**config.mk**
```make
export PLATFORM = sky130hd
export DESIGN_NAME = asr_host_ctrl
export DESIGN_NICKNAME = d
export VERILOG_FILES = /design/src/hdl/asr_pkg.sv /design/src/hdl/asr_delay_cnt.sv /design/src/hdl/asr_host_ctrl.sv
export VERILOG_INCLUDE_DIRS = /design/src /design/src/hdl
export SDC_FILE = /design/constraint.sdc
export NUM_CORES = 1
export LEC_CHECK = 0
export BUFFER_PORTS_ARGS = -buffer_cell sky130_fd_sc_hd__buf_2
export CORE_ASPECT_RATIO = 2
export CORE_MARGIN = 5
export CORE_UTILIZATION = 51
export DETAILED_ROUTE_END_ITERATION = 10
export PLACE_DENSITY_LB_ADDON = 0.05
export SLEW_MARGIN = 20
export SYNTH_ARGS = -nofsm -noshare
export SYNTH_HDL_FRONTEND = slang
export SYNTH_HIERARCHICAL = 1
export SYNTH_SLANG_ARGS = --single-unit
```
**constraint.sdc**
```tcl
create_clock -name clk_i -period 3.5 [get_ports clk_i]
set_clock_uncertainty 0.05 [all_clocks]
set_input_delay 0.7 -clock clk_i [delete_from_list [all_inputs] [get_ports clk_i]]
set_output_delay 0.7 -clock clk_i [all_outputs]
set_load 0.01 [all_outputs]
```
**src/hdl/asr_params.svh**
```systemverilog
// Constants for the asynchronous byte memory host controller
`ifndef ASR_PARAMS_SVH
`define ASR_PARAMS_SVH

// -----------------------------------------------------------
// Widths
// -----------------------------------------------------------
`define ASR_ADDR_W 19
`define ASR_DATA_W 8
`define ASR_CNT_W 5

// -----------------------------------------------------------
// Times in ns
// -----------------------------------------------------------
`define ASR_CLK_PERIOD_NS 4
`define ASR_T_RC_NS 55
`define ASR_T_AA_NS 55
`define ASR_T_HZ_NS 20
`define ASR_T_HZWE_NS 20
`define ASR_T_WC_NS 55
`define ASR_T_PWE_NS 40
`define ASR_T_SD_NS 25

// -----------------------------------------------------------
// Cycle counts, least times rounded up
// -----------------------------------------------------------
`define ASR_CEIL(ns) (((ns) + `ASR_CLK_PERIOD_NS - 1) / `ASR_CLK_PERIOD_NS)
`define ASR_MAX(a, b) (((a) > (b)) ? (a) : (b))
`define ASR_RD_CYC `ASR_MAX(`ASR_CEIL(`ASR_T_RC_NS), `ASR_CEIL(`ASR_T_AA_NS))
`define ASR_HZ_CYC `ASR_CEIL(`ASR_T_HZ_NS)
`define ASR_SD_CYC `ASR_CEIL(`ASR_T_SD_NS)
`define ASR_WE_CYC `ASR_MAX(`ASR_CEIL(`ASR_T_PWE_NS), \
   `ASR_CEIL(`ASR_T_SD_NS + `ASR_T_HZWE_NS))
`define ASR_WC_CYC `ASR_CEIL(`ASR_T_WC_NS)
`define ASR_WR_ADDR_CYC 1
`define ASR_WR_HOLD_CYC 1

`endif

```
**src/hdl/asr_pkg.sv**
```systemverilog
// Types for the asynchronous byte memory host controller
package asr_pkg;

   typedef enum logic [2:0] {
      ST_IDLE,
      ST_RD_ACC,
      ST_RD_TURN,
      ST_WR_ADDR,
      ST_WR_PULSE,
      ST_WR_HOLD
   } asr_state_t;

endpackage
```
**src/hdl/asr_delay_cnt.sv**
```systemverilog
// Down counter that times each phase of a memory cycle
`timescale 1ns/1ns
`default_nettype none

module asr_delay_cnt
#(
   parameter int CNT_W = 5
)
(
   // Clock, reset and enable
   input wire logic clk_i,
   input wire logic reset_n_i,
   input wire logic ce_i,
   // Control
   input wire logic load_i,
   input wire logic [CNT_W-1:0] load_val_i,
   // Status
   output logic done_o
);

   typedef struct packed {
      logic [CNT_W-1:0] cnt;
   } asr_cnt_state_t;

   asr_cnt_state_t state_ff;
   asr_cnt_state_t nxt_state;

   if (CNT_W < 1)
   begin : g_chk
      $error("asr_delay_cnt: CNT_W must be at least 1");
   end

   always_comb
   begin
      nxt_state = state_ff;
      if (load_i)
      begin
         nxt_state.cnt = load_val_i;
      end
      else if (state_ff.cnt != '0)
      begin
         nxt_state.cnt = state_ff.cnt - CNT_W'(1);
      end
   end

   always_ff @(posedge clk_i)
   begin
      if (!reset_n_i)
      begin
         state_ff <= '0;
      end
      else if (ce_i)
      begin
         state_ff <= nxt_state;
      end
   end

   assign done_o = (state_ff.cnt == '0);

endmodule

`default_nettype wire

```
**src/hdl/asr_host_ctrl.sv**
```systemverilog
// Host controller driving an asynchronous 512K x 8 static memory
`timescale 1ns/1ns
`default_nettype none
`include "asr_params.svh"

module asr_host_ctrl
#(
   parameter int ADDR_W = `ASR_ADDR_W,
   parameter int DATA_W = `ASR_DATA_W,
   parameter int CNT_W = `ASR_CNT_W
)
(
   // Clock, reset, enable
   input wire logic clk_i,
   input wire logic reset_n_i,
   input wire logic ce_i,
   // Request side
   input wire logic req_valid_i,
   input wire logic req_write_i,
   input wire logic [ADDR_W-1:0] req_addr_i,
   input wire logic [DATA_W-1:0] req_wdata_i,
   output logic req_ready_o,
   // Response side
   output logic rsp_valid_o,
   output logic [DATA_W-1:0] rsp_rdata_o,
   // Memory pins
   output logic [ADDR_W-1:0] mem_addr_o,
   output logic mem_cs_n_o,
   output logic mem_we_n_o,
   output logic mem_oe_n_o,
   output logic [DATA_W-1:0] mem_dq_o,
   output logic mem_dq_oe_o,
   input wire logic [DATA_W-1:0] mem_dq_i
);

   localparam int RD_CYC = `ASR_RD_CYC;
   localparam int HZ_CYC = `ASR_HZ_CYC;
   localparam int SD_CYC = `ASR_SD_CYC;
   localparam int WE_CYC = `ASR_WE_CYC;
   localparam int WC_CYC = `ASR_WC_CYC;
   localparam int WA_CYC = `ASR_WR_ADDR_CYC;
   localparam int WH_CYC = `ASR_WR_HOLD_CYC;

   // -----------------------------------------------------------
   // Parameter checks
   // -----------------------------------------------------------
   if (ADDR_W < 1 || DATA_W < 1 || RD_CYC > (1 << CNT_W) ||
       WE_CYC > (1 << CNT_W) || HZ_CYC > (1 << CNT_W) ||
       WA_CYC + WE_CYC + WH_CYC < WC_CYC)
   begin : g_chk
      $error("asr_host_ctrl: parameters cannot meet memory timing");
   end

   typedef struct packed {
      asr_pkg::asr_state_t st;
      logic [ADDR_W-1:0] addr;
      logic [DATA_W-1:0] wdata;
      logic [DATA_W-1:0] rdata;
      logic cs_n;
      logic we_n;
      logic oe_n;
      logic dq_oe;
      logic ready;
      logic rsp;
   } asr_host_state_t;

   asr_host_state_t state_ff;
   asr_host_state_t nxt_state;
   logic cnt_load;
   logic [CNT_W-1:0] cnt_val;
   logic cnt_done;

   // -----------------------------------------------------------
   // Phase timer
   // -----------------------------------------------------------
   asr_delay_cnt #(
      .CNT_W(CNT_W)
   ) u_cnt (
      .clk_i(clk_i),
      .reset_n_i(reset_n_i),
      .ce_i(ce_i),
      .load_i(cnt_load),
      .load_val_i(cnt_val),
      .done_o(cnt_done)
   );

   // -----------------------------------------------------------
   // Sequencer
   // -----------------------------------------------------------
   always_comb
   begin
      nxt_state = state_ff;
      nxt_state.rsp = 1'b0;
      cnt_load = 1'b0;
      cnt_val = '0;
      case (state_ff.st)
         asr_pkg::ST_IDLE:
         begin
            if (req_valid_i)
            begin
               nxt_state.addr = req_addr_i;
               nxt_state.wdata = req_wdata_i;
               nxt_state.ready = 1'b0;
               nxt_state.cs_n = 1'b0;
               cnt_load = 1'b1;
               if (req_write_i)
               begin
                  nxt_state.oe_n = 1'b1;
                  nxt_state.st = asr_pkg::ST_WR_ADDR;
                  cnt_val = CNT_W'(WA_CYC - 1);
               end
               else
               begin
                  nxt_state.oe_n = 1'b0;
                  nxt_state.st = asr_pkg::ST_RD_ACC;
                  cnt_val = CNT_W'(RD_CYC - 1);
               end
            end
         end
         asr_pkg::ST_RD_ACC:
         begin
            if (cnt_done)
            begin
               nxt_state.rdata = mem_dq_i;
               nxt_state.rsp = 1'b1;
               nxt_state.cs_n = 1'b1;
               nxt_state.oe_n = 1'b1;
               nxt_state.st = asr_pkg::ST_RD_TURN;
               cnt_load = 1'b1;
               cnt_val = CNT_W'(HZ_CYC - 1);
            end
         end
         asr_pkg::ST_RD_TURN:
         begin
            if (cnt_done)
            begin
               nxt_state.ready = 1'b1;
               nxt_state.st = asr_pkg::ST_IDLE;
            end
         end
         asr_pkg::ST_WR_ADDR:
         begin
            if (cnt_done)
            begin
               nxt_state.we_n = 1'b0;
               nxt_state.dq_oe = 1'b1;
               nxt_state.st = asr_pkg::ST_WR_PULSE;
               cnt_load = 1'b1;
               cnt_val = CNT_W'(WE_CYC - 1);
            end
         end
         asr_pkg::ST_WR_PULSE:
         begin
            if (cnt_done)
            begin
               nxt_state.we_n = 1'b1;
               nxt_state.cs_n = 1'b1;
               nxt_state.st = asr_pkg::ST_WR_HOLD;
               cnt_load = 1'b1;
               cnt_val = CNT_W'(WH_CYC - 1);
            end
         end
         asr_pkg::ST_WR_HOLD:
         begin
            if (cnt_done)
            begin
               nxt_state.dq_oe = 1'b0;
               nxt_state.ready = 1'b1;
               nxt_state.st = asr_pkg::ST_IDLE;
            end
         end
         default:
         begin
            nxt_state.st = asr_pkg::ST_IDLE;
         end
      endcase
   end

   always_ff @(posedge clk_i)
   begin
      if (!reset_n_i)
      begin
         state_ff <= '0;
         state_ff.st <= asr_pkg::ST_IDLE;
         state_ff.cs_n <= 1'b1;
         state_ff.we_n <= 1'b1;
         state_ff.oe_n <= 1'b1;
         state_ff.ready <= 1'b1;
      end
      else if (ce_i)
      begin
         state_ff <= nxt_state;
      end
   end

   assign req_ready_o = state_ff.ready;
   assign rsp_valid_o = state_ff.rsp;
   assign rsp_rdata_o = state_ff.rdata;
   assign mem_addr_o = state_ff.addr;
   assign mem_cs_n_o = state_ff.cs_n;
   assign mem_we_n_o = state_ff.we_n;
   assign mem_oe_n_o = state_ff.oe_n;
   assign mem_dq_o = state_ff.wdata;
   assign mem_dq_oe_o = state_ff.dq_oe;

   // -----------------------------------------------------------
   // Assertion helpers
   // -----------------------------------------------------------
   logic [7:0] we_low_cnt;
   logic [7:0] rd_low_cnt;
   logic [7:0] float_cnt;
   logic [7:0] sd_cnt;

   always_ff @(posedge clk_i)
   begin
      if (!reset_n_i)
      begin
         we_low_cnt <= 8'h00;
         rd_low_cnt <= 8'h00;
         float_cnt <= 8'hFF;
         sd_cnt <= 8'h00;
      end
      else
      begin
         we_low_cnt <= mem_we_n_o ? 8'h00 : we_low_cnt + 8'h01;
         rd_low_cnt <= (mem_cs_n_o | mem_oe_n_o) ? 8'h00 :
            rd_low_cnt + 8'h01;
         float_cnt <= !mem_oe_n_o ? 8'h00 :
            (float_cnt == 8'hFF ? float_cnt : float_cnt + 8'h01);
         sd_cnt <= (mem_dq_oe_o & !mem_we_n_o) ? sd_cnt + 8'h01 : 8'h00;
      end
   end
endmodule

`default_nettype wire

```
==> impl_results.md <==
* Synthesized area at 2551 sq um
* Global placement routability congestion at 0.8566
* CP startpoint kind: register
* Placed Area at 2675 sq um
* Dpl hpwl at 4187 um
* Clock sinks at 49
* DRT iter0 DRCs at 107
* Commonest non-fill, non-tap cell in the layout: buf_2
* Static Leak at 0.001193 uW
* Clk buf depth at 2
* Most frequent cells in the layout: buf_2, dfxtp_1, nand3_1, o21ai_1, a21boi_1
* Vias per cell at 5.455
* Maxcap violations at 0
* Peak VDD IR at 0.0003367 V
* Syn Nets at 344
* Vias post-DR at 2,144
* Number of synthesized flops with an enable pin at 0
* Final period utilization at 75.77%
* Pins Over Slew Limit at 0
* Core area at 4865 sq um
* Largest net degree at the start of global routing at 35
* First-pass GRT wire length at 9273 um
* Layout area overhead at 9.612%
* FILL cells at 485
* Post-Syn Area per Cell at 8.420 sq um
* Cell Pwr Density at 495.8 nW/um^2
* Final instance area at 2796 sq um
* Cells after Synth at 303
* GR Util All Layers at 17.88%
* Area occupied by multi-input gates at 1160 sq um
* Top Ports at 81
* Initial Util at 52.44%
* Die area at 6602 sq um
* Die H at 110.0 um
* Fmax at 377.1 MHz
* Latest clock arrival within the worst-skew pair at 290 ps
* Drt first pass iters at 4
* Crit Path Max Fanout at 14
* Total power at 1386 uW
* H-tree depth at 2
* Worst Setup Path Type: register to register
* Register area at 980.9 sq um
* Die width at 60.01 um
* # hold bufs at CTS at 0
* Total CTS buffers at 5
* Share of layout cells above drive strength 1 at 29.76%
* Final setup vio count at 0
* Clock transition at the registers of the reported paths at 80 ps
* Core Rows at 36
* Rel. slew slack at 58.91%
* # DRC at 0
* Synth Flop Type: dfxtp_1
* Root cell of the clock tree: clkbuf_8
* WP data required at 3640 ps
* Synth cell types at 46
* Sequential share of the synthesized area at 38.45%
* Worst setup margin at 848.2 ps
* Detailed-route wire length per cell at 14.86 um
* Post CTS Setup Buffer Count at 0
* # port buffers at 80
* Post_cts resized at 0
* Number of antenna-violating nets in the routed design at 0
* Final hold violations at 0
* Worst slew pin tran at 614.9 ps
* Min-delay worst type: register to register
* Element type at the critical path end: register
* Asr flop ratio synth at 0%
* Pre-CTS setup slack at 899.8 ps
* Vias in the first global route at 2,008
* Nets at 376
* FF+latch count, synth at 49
* Worst hold path depth at 2
* Status: completed
* Initial antenna violation count at 0
* Ant diodes at 0
* Total wire length at 5839 um
* Setup TNS at 0 ps
* CTS tree: yes
* Final Critical Period at 2652 ps
* GRT Residual Overflow at 0
* Yosys Warn Count at 6
* CP Data Arrival Time at 2790 ps
* RSZ-0062 raised after global routing: no
* Reg2Reg Depth at 10
## state kept, by name, indices dropped and copies added (netlist names)
signal          cells
mem_addr_o         19
mem_we_n_o          1
rsp_valid_o         1
mem_dq_oe_o         1
mem_oe_n_o          1
mem_dq_o            8
state_ff            3
req_ready_o         1
mem_cs_n_o          1
u_cnt/state_ff      5
rsp_rdata_o         8
## final cells by class
class | instances | area share (%)
multi-input combinational | 186 | 41.48
sequential | 49 | 35.08
timing repair buffer | 85 | 15.66
clock buffer | 7 | 3.087
tap | 57 | 2.550
clock inverter | 1 | 1.074
inverter | 8 | 1.074
## per-layer routing
layer  up-vias  GRT usage [%]  share of wire [%]  wire length, um
met5         -              0                  0                0
met4         0          6.656                1.5               86
met3         7          2.331                5.3              310
met2        56          32.59                 53             3112
met1       982          20.38                 40             2330
li1       1099              -                  -                -
## Yosys cell counts (all sizes together), types with 4 or more instances
| cell | n | area [sq um] |
|---|---|---|
| inv | 8 | 30.03 |
| buf | 48 | 341.6 |
| a21boi | 37 | 281.5 |
| clkbuf | 12 | 46.29 |
| a21oi | 7 | 35.03 |
| o21ai | 44 | 224.0 |
| o31ai | 4 | 30.03 |
| dfxtp | 49 | 980.9 |
| nand2 | 8 | 30.03 |
| nor2 | 7 | 26.28 |
| nand3 | 39 | 195.2 |
| mux2i | 4 | 40.04 |
## worst max-delay path, stage by stage, from the launching register on
cell	delay, ps
dfxtp_1	340
inv_1	60
ha_1	200
or4b_4	510
inv_1	330
nand3b_1	360
o31ai_1	170
buf_4	220
nor2_1	60
a22oi_1	160
o2bb2ai_1	90
## stage by stage
stage,cells,util (%),hold WS (ps)
final,393,57.48,424.0
after CTS,393,57.38,427.9
after floorplan,303,-,396.5
after detailed placement,385,54.99,415.9
after global routing,393,57.48,440.1
after global placement,385,54.99,411.6
## report_power, final
group	internal, uW	switching, uW
sequential	598	34.7
combinational	137	206
clock	233	177
total	969	418
## logic make-up after synthesis
| family | count (synthesis) | synth area share (%) |
|---|---|---|
| DFF | 49 | 38.45 |
| buffers and inverters | 68 | 16.38 |
| and+or+nand+nor | 75 | 16.33 |
| adders and majority gates | 1 | 0.4904 |
| muxes | 5 | 2.011 |
| AOI/OAI and AO/OA | 104 | 26.19 |
| other | 1 | 0.1470 |
## path summary, 6_finish.rpt
check / from / end / slack [ps]
worst max register to register: u_cnt/state_ff[0] / u_cnt/state_ff[0] / 850
worst max-delay path: u_cnt/state_ff[0] / u_cnt/state_ff[0] / 850
worst min register to register: mem_addr_o[5] / mem_addr_o[5] / 420
worst min-delay path: mem_addr_o[5] / mem_addr_o[5] / 420
Power figures use the tool's default switching activity.
